**config.mk**
```make
export PLATFORM = sky130hd
export DESIGN_NAME = lsel_led_source_select
export DESIGN_NICKNAME = d
export VERILOG_FILES = /design/src/hdl/lsel_pkg.sv /design/src/hdl/lsel_blink_timer.sv /design/src/hdl/lsel_led_source_select.sv
export SDC_FILE = /design/constraint.sdc
export NUM_CORES = 1
export LEC_CHECK = 0
export BUFFER_PORTS_ARGS = -buffer_cell sky130_fd_sc_hd__buf_4
export CORE_MARGIN = 3
export CORE_UTILIZATION = 35
export DETAILED_ROUTE_END_ITERATION = 12
export GPL_TIMING_DRIVEN = 1
export PLACE_DENSITY = 0.58
export SLEW_MARGIN = 20
export SYNTH_ARGS = -nofsm -noshare
export SYNTH_HDL_FRONTEND = slang
export SYNTH_SLANG_ARGS = --single-unit
```
**constraint.sdc**
```tcl
create_clock -name hclk -period 4.96 [get_ports hclk]
set_clock_uncertainty 0.2 [all_clocks]
set_input_delay 0.496 -clock hclk [delete_from_list [all_inputs] [get_ports hclk]]
set_output_delay 0.496 -clock hclk [all_outputs]
set_load 0.03 [all_outputs]
```
**src/hdl/lsel_pkg.sv**
```systemverilog
// Constants and types shared by the LED source selector
package lsel_pkg;
    // Register byte addresses on the AHB-Lite slave
    localparam logic [7:0] LSEL_ADDR_CTRL = 8'h00;
    localparam logic [7:0] LSEL_ADDR_STAT = 8'h04;
    localparam int LSEL_ADDR_W = 8;
    // Per-LED lane of the control register
    localparam int LSEL_LANE_W = 8;
    localparam int LSEL_FLD_MODE_LSB = 0;
    localparam int LSEL_FLD_MODE_W = 4;
    localparam int LSEL_FLD_RATE = 5;
    localparam int LSEL_FLD_FLIP = 6;
    localparam int LSEL_FLD_BLINK = 7;
    localparam logic [7:0] LSEL_LANE_WMASK = 8'hEF;
    // Control reset: out0 link up, out1 filtered activity blinking, out2 100M, out3 1000M
    localparam logic [31:0] LSEL_CTRL_RESET = 32'h0706_8302;
    // Status register field positions
    localparam int LSEL_STAT_LED_LSB = 0;
    localparam int LSEL_STAT_LINK = 8;
    localparam int LSEL_STAT_SPD_LSB = 9;
    localparam int LSEL_STAT_FDX = 11;
    localparam int LSEL_STAT_TXACT = 12;
    localparam int LSEL_STAT_RXACT = 13;
    localparam int LSEL_STAT_FILT = 14;
    localparam int LSEL_STAT_COLL = 15;
    localparam int LSEL_STAT_X1 = 16;
    localparam int LSEL_STAT_PAUSE = 17;
    localparam int LSEL_STAT_SLOW = 20;
    localparam int LSEL_STAT_FAST = 21;
    // Link speed codes
    localparam logic [1:0] LSEL_SPD_10 = 2'h0;
    localparam logic [1:0] LSEL_SPD_100 = 2'h1;
    localparam logic [1:0] LSEL_SPD_1000 = 2'h2;
    // Clock and blink timing
    localparam longint unsigned LSEL_CLK_HZ = 64'd20000000;
    localparam longint unsigned LSEL_BLINK_SLOW_MS = 64'd200;
    localparam longint unsigned LSEL_BLINK_FAST_MS = 64'd83;
    localparam int LSEL_SLOW_HALF_CYC = int'(LSEL_BLINK_SLOW_MS * LSEL_CLK_HZ / 64'd1000);
    localparam int LSEL_FAST_HALF_CYC = int'(LSEL_BLINK_FAST_MS * LSEL_CLK_HZ / 64'd1000);
    // AHB transfer type bit that marks NONSEQ or SEQ
    localparam int LSEL_HTRANS_ACTIVE = 1;

    // Source selection codes per LED
    typedef enum logic [3:0] {
        LSEL_M_LINK_10_1000 = 4'h0,
        LSEL_M_LINK_100_1000 = 4'h1,
        LSEL_M_LINK_UP = 4'h2,
        LSEL_M_FILT_ACT = 4'h3,
        LSEL_M_LINK_IDLE = 4'h4,
        LSEL_M_LINK_10 = 4'h5,
        LSEL_M_LINK_100 = 4'h6,
        LSEL_M_LINK_1000 = 4'h7,
        LSEL_M_RESERVED = 4'h8,
        LSEL_M_FULL_DUPLEX = 4'h9,
        LSEL_M_COLLISION = 4'hA,
        LSEL_M_ACTIVITY = 4'hB,
        LSEL_M_BUS_X1 = 4'hC,
        LSEL_M_PAUSED = 4'hD,
        LSEL_M_CONST_HIGH = 4'hE,
        LSEL_M_CONST_LOW = 4'hF
    } lsel_mode_t;
endpackage

```
**src/hdl/lsel_blink_timer.sv**
```systemverilog
// Free-running blink phase generator for the two blink rates
`timescale 1ns/10ps
module lsel_blink_timer
    import lsel_pkg::*;
#(
    parameter int SLOW_HALF = LSEL_SLOW_HALF_CYC,
    parameter int FAST_HALF = LSEL_FAST_HALF_CYC
) (
    input wire logic hclk,
    input wire logic hresetn,
    output logic slow_phase,
    output logic fast_phase
);
    // Refuse half periods the counters cannot serve
    if (SLOW_HALF < 1 || FAST_HALF < 1) begin : g_bad_half
        $error("blink half period must be at least one cycle");
    end

    logic [31:0] slow_cnt;
    logic [31:0] fast_cnt;
    logic [31:0] next_slow_cnt;
    logic [31:0] next_fast_cnt;
    logic next_slow_phase;
    logic next_fast_phase;

    // Each counter wraps after one half period and flips its phase
    always_comb begin
        next_slow_cnt = slow_cnt + 32'h1;
        next_slow_phase = slow_phase;
        if (slow_cnt == 32'(SLOW_HALF - 1)) begin
            next_slow_cnt = 32'h0;
            next_slow_phase = ~slow_phase;
        end
        next_fast_cnt = fast_cnt + 32'h1;
        next_fast_phase = fast_phase;
        if (fast_cnt == 32'(FAST_HALF - 1)) begin
            next_fast_cnt = 32'h0;
            next_fast_phase = ~fast_phase;
        end
    end

    // Phase registers start in the lit half
    always_ff @(posedge hclk or negedge hresetn) begin
        if (!hresetn) begin
            slow_cnt <= 32'h0;
            fast_cnt <= 32'h0;
            slow_phase <= 1'b1;
            fast_phase <= 1'b1;
        end else begin
            slow_cnt <= next_slow_cnt;
            fast_cnt <= next_fast_cnt;
            slow_phase <= next_slow_phase;
            fast_phase <= next_fast_phase;
        end
    end
endmodule

```
**src/hdl/lsel_led_source_select.sv**
```systemverilog
// LED source selector with AHB-Lite control and status registers
`timescale 1ns/10ps
module lsel_led_source_select
    import lsel_pkg::*;
#(
    parameter int NUM_LEDS = 4,
    parameter int SLOW_HALF = LSEL_SLOW_HALF_CYC,
    parameter int FAST_HALF = LSEL_FAST_HALF_CYC
) (
    input wire logic hclk,
    input wire logic hresetn,
    input wire logic hsel,
    input wire logic [31:0] haddr,
    input wire logic [1:0] htrans,
    input wire logic hwrite,
    input wire logic [2:0] hsize,
    input wire logic [31:0] hwdata,
    input wire logic hready,
    output logic hreadyout,
    output logic hresp,
    output logic [31:0] hrdata,
    input wire logic link_up,
    input wire logic [1:0] link_speed,
    input wire logic full_duplex,
    input wire logic tx_active,
    input wire logic rx_active,
    input wire logic filt_active,
    input wire logic collision,
    input wire logic bus_x1,
    input wire logic tx_paused,
    output logic [NUM_LEDS-1:0] led_out
);
    // Four lanes fit one 32-bit control word
    if (NUM_LEDS < 1 || NUM_LEDS * LSEL_LANE_W > 32) begin : g_bad_leds
        $error("NUM_LEDS must lie between 1 and 4");
    end

    localparam int CTRL_W = NUM_LEDS * LSEL_LANE_W;

    // Bus side state
    logic wr_pend;
    logic [LSEL_ADDR_W-1:0] wr_addr;
    logic next_wr_pend;
    logic [LSEL_ADDR_W-1:0] next_wr_addr;
    logic [31:0] next_hrdata;
    logic [31:0] ctrl;
    logic [31:0] next_ctrl;
    logic [31:0] ctrl_view;
    logic [31:0] stat_view;
    logic addr_ok;
    logic slow_phase;
    logic fast_phase;
    logic [NUM_LEDS-1:0] next_led_out;

    // Slave never stalls and never errors
    assign hreadyout = 1'b1;
    assign hresp = 1'b0;

    // Address phase is taken when selected, active and the bus is ready
    assign addr_ok = hsel & htrans[LSEL_HTRANS_ACTIVE] & hready;

    // Control word with unused lanes and reserved bits forced to zero
    always_comb begin
        ctrl_view = 32'h0;
        ctrl_view[CTRL_W-1:0] = ctrl[CTRL_W-1:0];
    end

    // Live status: link inputs, blink phases and the pin levels
    always_comb begin
        stat_view = 32'h0;
        stat_view[LSEL_STAT_LED_LSB +: NUM_LEDS] = led_out;
        stat_view[LSEL_STAT_LINK] = link_up;
        stat_view[LSEL_STAT_SPD_LSB +: 2] = link_speed;
        stat_view[LSEL_STAT_FDX] = full_duplex;
        stat_view[LSEL_STAT_TXACT] = tx_active;
        stat_view[LSEL_STAT_RXACT] = rx_active;
        stat_view[LSEL_STAT_FILT] = filt_active;
        stat_view[LSEL_STAT_COLL] = collision;
        stat_view[LSEL_STAT_X1] = bus_x1;
        stat_view[LSEL_STAT_PAUSE] = tx_paused;
        stat_view[LSEL_STAT_SLOW] = slow_phase;
        stat_view[LSEL_STAT_FAST] = fast_phase;
    end

    // Capture writes for their data phase, prepare read data early
    always_comb begin
        next_wr_pend = addr_ok & hwrite;
        next_wr_addr = wr_addr;
        next_ctrl = ctrl;
        next_hrdata = hrdata;
        if (addr_ok) begin
            next_wr_addr = haddr[LSEL_ADDR_W-1:0];
        end
        // Data phase write of the control word, reserved bits dropped
        if (wr_pend && wr_addr == LSEL_ADDR_CTRL) begin
            for (int i = 0; i < NUM_LEDS; i++) begin
                next_ctrl[i*LSEL_LANE_W +: LSEL_LANE_W] =
                    hwdata[i*LSEL_LANE_W +: LSEL_LANE_W] & LSEL_LANE_WMASK;
            end
        end
        // Read data registered at the address phase, forwarding a pending write
        if (addr_ok && !hwrite) begin
            if (haddr[LSEL_ADDR_W-1:0] == LSEL_ADDR_CTRL) begin
                if (wr_pend && wr_addr == LSEL_ADDR_CTRL) begin
                    next_hrdata = 32'h0;
                    next_hrdata[CTRL_W-1:0] = next_ctrl[CTRL_W-1:0];
                end else begin
                    next_hrdata = ctrl_view;
                end
            end else if (haddr[LSEL_ADDR_W-1:0] == LSEL_ADDR_STAT) begin
                next_hrdata = stat_view;
            end else begin
                next_hrdata = 32'h0;
            end
        end
    end

    // Bus side registers
    always_ff @(posedge hclk or negedge hresetn) begin
        if (!hresetn) begin
            wr_pend <= 1'b0;
            wr_addr <= 8'h00;
            ctrl <= LSEL_CTRL_RESET;
            hrdata <= 32'h0;
        end else begin
            wr_pend <= next_wr_pend;
            wr_addr <= next_wr_addr;
            ctrl <= next_ctrl;
            hrdata <= next_hrdata;
        end
    end

    // Shared blink phases for both rates
    lsel_blink_timer #(
        .SLOW_HALF(SLOW_HALF),
        .FAST_HALF(FAST_HALF)
    ) u_blink (
        .hclk(hclk),
        .hresetn(hresetn),
        .slow_phase(slow_phase),
        .fast_phase(fast_phase)
    );

    // Per-LED source, inversion and blink
    for (genvar g = 0; g < NUM_LEDS; g++) begin : g_led
        lsel_mode_t sel;
        logic rate;
        logic flip;
        logic blink_en;
        logic src;
        logic shaped;
        logic at10;
        logic at100;
        logic at1000;
        logic traffic;

        assign sel = lsel_mode_t'(ctrl[g*LSEL_LANE_W + LSEL_FLD_MODE_LSB +: LSEL_FLD_MODE_W]);
        assign rate = ctrl[g*LSEL_LANE_W + LSEL_FLD_RATE];
        assign flip = ctrl[g*LSEL_LANE_W + LSEL_FLD_FLIP];
        assign blink_en = ctrl[g*LSEL_LANE_W + LSEL_FLD_BLINK];
        assign at10 = link_up & (link_speed == LSEL_SPD_10);
        assign at100 = link_up & (link_speed == LSEL_SPD_100);
        assign at1000 = link_up & (link_speed == LSEL_SPD_1000);
        assign traffic = tx_active | rx_active;

        // Source selection by mode code
        always_comb begin
            case (sel)
                LSEL_M_LINK_10_1000: src = at10 | at1000;
                LSEL_M_LINK_100_1000: src = at100 | at1000;
                LSEL_M_LINK_UP: src = link_up;
                LSEL_M_FILT_ACT: src = link_up & filt_active;
                LSEL_M_LINK_IDLE: src = link_up & ~traffic;
                LSEL_M_LINK_10: src = at10;
                LSEL_M_LINK_100: src = at100;
                LSEL_M_LINK_1000: src = at1000;
                LSEL_M_FULL_DUPLEX: src = full_duplex;
                LSEL_M_COLLISION: src = collision;
                LSEL_M_ACTIVITY: src = link_up & traffic;
                LSEL_M_BUS_X1: src = bus_x1;
                LSEL_M_PAUSED: src = tx_paused;
                LSEL_M_CONST_HIGH: src = 1'b1;
                LSEL_M_CONST_LOW: src = 1'b0;
                LSEL_M_RESERVED: src = 1'b0;
                default: src = 1'b0;
            endcase
        end

        // Invert first, then gate the asserted level by the chosen phase
        always_comb begin
            shaped = src ^ flip;
            if (blink_en) begin
                shaped = shaped & (rate ? fast_phase : slow_phase);
            end
            next_led_out[g] = shaped;
        end
    end

    // Pin register
    always_ff @(posedge hclk or negedge hresetn) begin
        if (!hresetn) begin
            led_out <= '0;
        end else begin
            led_out <= next_led_out;
        end
    end
endmodule

```
Yosys cells after proc, flatten, opt, wreduce, memory -nomap -nowiden
Cells that the tools add are included.
- output and inout bits: 38
- word-level logic and storage cells: 131
- flip-flop bits (word level): 143
- multiplexer cells: 18
- $add $sub $neg: 2
- bitwise operators: 23
- reductions and logical operators: 14
- equal/unequal tests: 65
- operator list (operator ; number):
    32-bit 2-to-1 mux ; 5
    4-bit equality test, second input constant ; 32
    32-bit by 1-bit adder with 32-bit output, second input constant ; 2
    4-bit by 3-bit equality test with 1-bit output, second input constant ; 16
    1-bit case mux with 15 select lines ; 4
    32-bit by 21-bit equality test with 1-bit output, second input constant ; 1
    32-bit by 22-bit equality test with 1-bit output, second input constant ; 1
    4-bit by 2-bit equality test with 1-bit output, second input constant ; 8
    22-bit 2-to-1 mux ; 1
    4-bit by 1-bit equality test with 1-bit output, second input constant ; 4
    4-bit zero test ; 4
    8-bit zero test ; 2
    1-bit AND ; 13
    8-bit by 3-bit equality test with 1-bit output, second input constant ; 1
    1-bit 2-to-1 mux ; 8
    2-bit OR reduction ; 4
    1-bit XOR ; 4
    1-bit inverter ; 3
    1-bit bitwise OR ; 3
    2-bit by 1-bit equality test with 1-bit output, second input constant ; 1
    2-bit equality test, second input constant ; 1
    1-bit logical AND ; 2
    2-bit zero test ; 1
    1-bit zero test ; 1

Logic depth before layout (Yosys ltp)
- depth after elaboration: 7
- mapped depth: 8
- depth with buffers taken out: 6

Modules after synthesis
Synthesis repeated with hierarchy kept, for this count alone.
- cell total of the unflattened synthesis: 654
- area, all modules: 6995.5 um^2
- by module, submodules not included (module ; cells each ; times used ; area an instance (um^2)):
    lsel_led_source_select ; 352 ; 1 ; 3875.0
    lsel_blink_timer ; 302 ; 1 ; 3120.5

Least setup slack after synthesis
OpenSTA, ideal clock, no wires.
- kind: register to register
- start point: reg ctrl[8]
- end point: reg led_out[1]
- slack: 2803 ps
- cell stages (with the launch flop): 7
- setup time: 125 ps
- data required time: 4635 ps
- buffers on the path: 1
- arrival time: 1832 ps
- clock period less this slack: 2157 ps
- cell sequence: dfstp_2 clkbuf_1 nor4b_1 o311ai_0 a221o_1 nand3_1 mux2_2
- cells in the longest elaborated chain, start to end: 6
- elaborated cells on any way between the ends: 21
- those cells by class: eq/ne: 15; mux: 2; bitwise: 2; reduce/logical: 2
- ends and longest elaborated chain (element ; RTL line ; text):
    from (decl) ; lsel_led_source_select.sv:46 ; logic [31:0] ctrl;
    from (signal assigned) ; lsel_led_source_select.sv:128 ; ctrl <= next_ctrl;
    4-bit equality test ; lsel_led_source_select.sv:168 ; case (sel)
    2-bit OR reduction (no line) ; -- ;
    1-bit case mux with 15 select lines (*) ; lsel_led_source_select.sv:168 ;
    1-bit XOR (*) ; lsel_led_source_select.sv:191 ; shaped = src ^ flip;
    1-bit AND ; lsel_led_source_select.sv:193 ; shaped = shaped & (rate ? fast_phase : slow_phase);
    1-bit 2-to-1 mux (*) ; lsel_led_source_select.sv:192 ; if (blink_en) begin
    named net g_led[1].shaped ; lsel_led_source_select.sv:151 ; logic shaped;
    to (signal assigned) ; lsel_led_source_select.sv:204 ; led_out <= next_led_out;
    to (decl) ; lsel_led_source_select.sv:31 ; output logic [NUM_LEDS-1:0] led_out
The timed path passes the listed nets; every way through them passes the cells marked *.
A chain may end at the register's enable or synchronous reset.

Final worst setup path
- start point: reg u_blink.slow_cnt[29]
- end point: reg u_blink.slow_cnt[5]
- cells in the longest elaborated chain, start to end: 2
- ends and longest elaborated chain (element ; RTL line ; text):
    from (decl) ; lsel_blink_timer.sv:19 ; logic [31:0] slow_cnt;
    from (signal assigned) ; lsel_blink_timer.sv:50 ; slow_cnt <= next_slow_cnt;
    32-bit by 22-bit equality test with 1-bit output ; lsel_blink_timer.sv:30 ; if (slow_cnt == 32'(SLOW_HALF - 1)) begin
    32-bit 2-to-1 mux ; lsel_blink_timer.sv:30 ;
    named net u_blink.next_slow_cnt[5] ; lsel_blink_timer.sv:21 ; logic [31:0] next_slow_cnt;
The timed path passes the listed nets, and every way through them passes these cells.

==> impl_summary.txt <==
----------------------------------------------------
[Outcome]
  Run status ... finished with violations
  Failing checks ... hold timing

[Floorplanning]
  Area inside the core boundary ... roughly 19000 um^2
  Die outline width ... between 100 and 150 um
  Die Area ... 21500 um^2
  Core Rows ... 50
  Top-Level Pins ... about 120
  Die Height ... ~150 um
  Starting utilization of the core area ... 0.363

[Clock network]
  Post-CTS Hold Fix Bufs ... 0
  Clk_lat worst skew ... roughly 0.42 ns
  Clock tree buffer depth ... 2
  Clock sink count ... approximately 140
  CTS-repair resized insts ... 0
  Number of CTS-inserted buffers ... 17
  CTS tree ... built
  Post-CTS setup buffer count ... 0
  Clock transition at path regs ... about 0.06 ns
  Number of H-tree levels ... 4
  Root buffer selected by CTS ... clkbuf_16

[Synthesis]
  Top FF cell, synth ... dfrtp_1
  Most area-consuming cells after synthesis ... dfrtp_1, mux2_2, xnor2_1, dfstp_2, xor2_1
  Net count after synthesis ... between 700 and 800
  Post-Synthesis Cells ... roughly 640
  Yosys top cell by area ... dfrtp_1
  FFs w/ async S/R, synth ... 1.00
  Cell with the most instances after synthesis ... dfrtp_1
  Synth top area share ... 0.477
  Synthesized cell area ... between 6000 and 7000 um^2
  Average size of a mapped cell ... about 11 um^2
  Number of synthesis warnings ... 0
  Synth Register Bits ... around 140
  Sequential share of the synthesized area ... 0.519
  Number of unique standard cell types used by synthesis ... 65
  Number of flops mapped to enable cells by yosys ... 0
  Top cell types by occurrence after synthesis ... dfrtp_1, nand2_1, nor2_1

[Flow run]
  Max-cap violation count ... 0

[Critical path]
  Required time at the worst-slack endpoint ... between 5 and 6 ns
  Category of the worst setup path launch point ... flip-flop
  Type of element capturing the critical path ... flip-flop
  Data arrival time of the worst path ... 2.43 ns
  Worst setup path class ... flip-flop to flip-flop
  Largest fanout of any net on the critical path ... 11

[Finish]
  Post-layout net count ... roughly 800
  Post-route standard cell area excluding fillers ... 8400 um^2
  Count of antenna diodes in the layout ... 0
  Layout overhead on the synthesized area ... 21.4%
  Fraction of final layout cells sized beyond drive strength 1 ... 0.248
  Final cell utilization of the core ... 0.440

[Route]
  Drt first pass iters ... 4
  DRC violation count after routing ... 0
  Wire length per cell ... ~17 um
  Via count of the routed design ... 5113
  Total wire length after detailed routing ... 16800 um
  Via/cell ratio ... 5.17
  Initial detailed-routing violation count ... approximately 280
  Detail Route Antenna Nets ... 0

[GRT]
  Gr usage total ... 0.163
  Vias in the first global route ... approximately 5.5k
  First-pass GRT wire length ... approximately 28000 um
  Number of antenna violations at the first check in global routing ... 0
  Total congestion overflow ... 0
  Pin count of the biggest net entering global routing ... 102

[STA]
  Period utilisation layout ... 0.476
  Count of final setup violators ... 0
  Final WS setup ... between 2 and 3 ns
  Final worst hold slack ... -0.0362 ns
  Setup_tns ... 0 ns
  Total count of max-transition violations in the final report ... 0
  Fin crit period ... approximately 2.4 ns
  Rel. slew slack ... 0.374
  Worst-Margin Slew ... 0.939 ns
  Fin. Hold Viols ... 7
  Unrepaired setup endpoints after global routing ... no
  Fmax achieved ... roughly 420 MHz

[Placement]
  Routability congestion estimate from global placement ... between 0.8 and 0.9
  Half-perimeter wire length of the detailed placement result ... around 12000 um
  Cell area reported after detailed placement ... 7790 um^2
  Placement-stage worst setup slack ... ~2.2 ns
  Port buffer count ... 87

[Pwr]
  Leak ... roughly 3.8 nW
  PwrDens ... 337 nW/um^2
  Worst IR drop on VDD ... 198 uV

[Worst hold path]
  Class of the worst hold path ... primary input to async pin

----------------------------------------------------
cell usage in the layout (no fill, tap or decap), drive strengths merged, types with 6 or more instances in the layout:
cell type	netlist	layout
dfrtp	132	132
buf	12	91
nand2	51	51
nor2	50	50
mux2	37	37
nand3	36	36
xnor2	35	35
xor2	26	26
o21ai	23	23
mux2i	22	22
clkbuf	17	22
a22o	16	16
nor3	16	16
and3	14	14
nand3b	14	14
nand4	12	12
nor4	11	11
dfstp	11	11
inv	10	10
nand2b	10	10
nor2b	7	7
and2	7	7
nor4b	6	6
kinds of logic (layout without fill, tap and decap cells):
family | count (synthesis) | count (layout) | synth area share
simple gates | 255 | 255 | 0.203
fa+ha+maj | 2 | 2 | 0.00361
other cells | 2 | 2 | 0.00109
buf+inv | 39 | 133 | 0.0258
mux | 59 | 59 | 0.0920
compound gates | 74 | 74 | 0.0779
flops | 143 | 143 | 0.519
xor+xnor | 61 | 61 | 0.0772
area by class of cell:
cell class | count | area, um^2
fillers | 1762 | 10700
flip-flops and latches | 143 | 3590
multi-input cells | 453 | 3150
repair buffers | 91 | 687
clock buffers | 22 | 474
well taps | 260 | 325
clock inverters | 10 | 136
inverters | 10 | 37.5
worst max-delay path, cell delays in order (launching register included):
cell and delay, ns:
dfrtp_1 0.41, nor4_1 0.37, nand4_1 0.17, or2_2 0.33, nor2_1 0.59, nor2_1 0.13
per-layer routing:
| layer | GRT usage | vias to the layer above | wire length [um] |
|---|---|---|---|
| met5 | 0 | - | 0 |
| li1 | - | 2413 | - |
| met1 | 0.207 | 2547 | 7510 |
| met2 | 0.270 | 124 | 8270 |
| met4 | 0.0517 | 0 | 293 |
| met3 | 0.0441 | 29 | 750 |
stage by stage:
step	total power, mW	hold slack, ns	std cells
global placement	1.52	0.261	957
floorplan	1.42	0.000409	635
global route	2.95	0.0523	989
finish	2.83	-0.0362	989
detailed placement	1.54	0.268	957
CTS	2.86	0.0260	989
path summary, 6_finish.rpt:
check / start / endpoint / slack (ns) / cells after the start
worst min-delay path: hresetn / u_blink.slow_cnt[0]$_DFF_PN0_ / -0.04 / 1
worst max-delay path: u_blink.slow_cnt[29]$_DFF_PN0_ / u_blink.slow_cnt[5]$_DFF_PN0_ / 2.60 / 5
worst max register to register: u_blink.slow_cnt[29]$_DFF_PN0_ / u_blink.slow_cnt[5]$_DFF_PN0_ / 2.60 / 5
max in group asynchronous: hresetn / ctrl[24]$_DFF_PN1_ / 3.51 / 2
worst min register to register: u_blink.slow_cnt[0]$_DFF_PN0_ / u_blink.slow_cnt[0]$_DFF_PN0_ / 0.28 / 1
min in group hclk: haddr[6] / wr_addr[6]$_DFFE_PN0P_ / 0.12 / 2
where the power goes:
group	internal [mW]	switching, mW
sequential	1.22	0.0536
combinational	0.116	0.128
clock	0.829	0.484
state kept, by name (all words and copies together), names as in the netlist:
signal / flops
u_blink.fast_cnt: 32
u_blink.slow_phase: 1
wr_addr: 8
led_out: 4
u_blink.fast_phase: 1
hrdata: 32
ctrl: 32
wr_pend: 1
u_blink.slow_cnt: 32
Power figures use the tool's default switching activity.
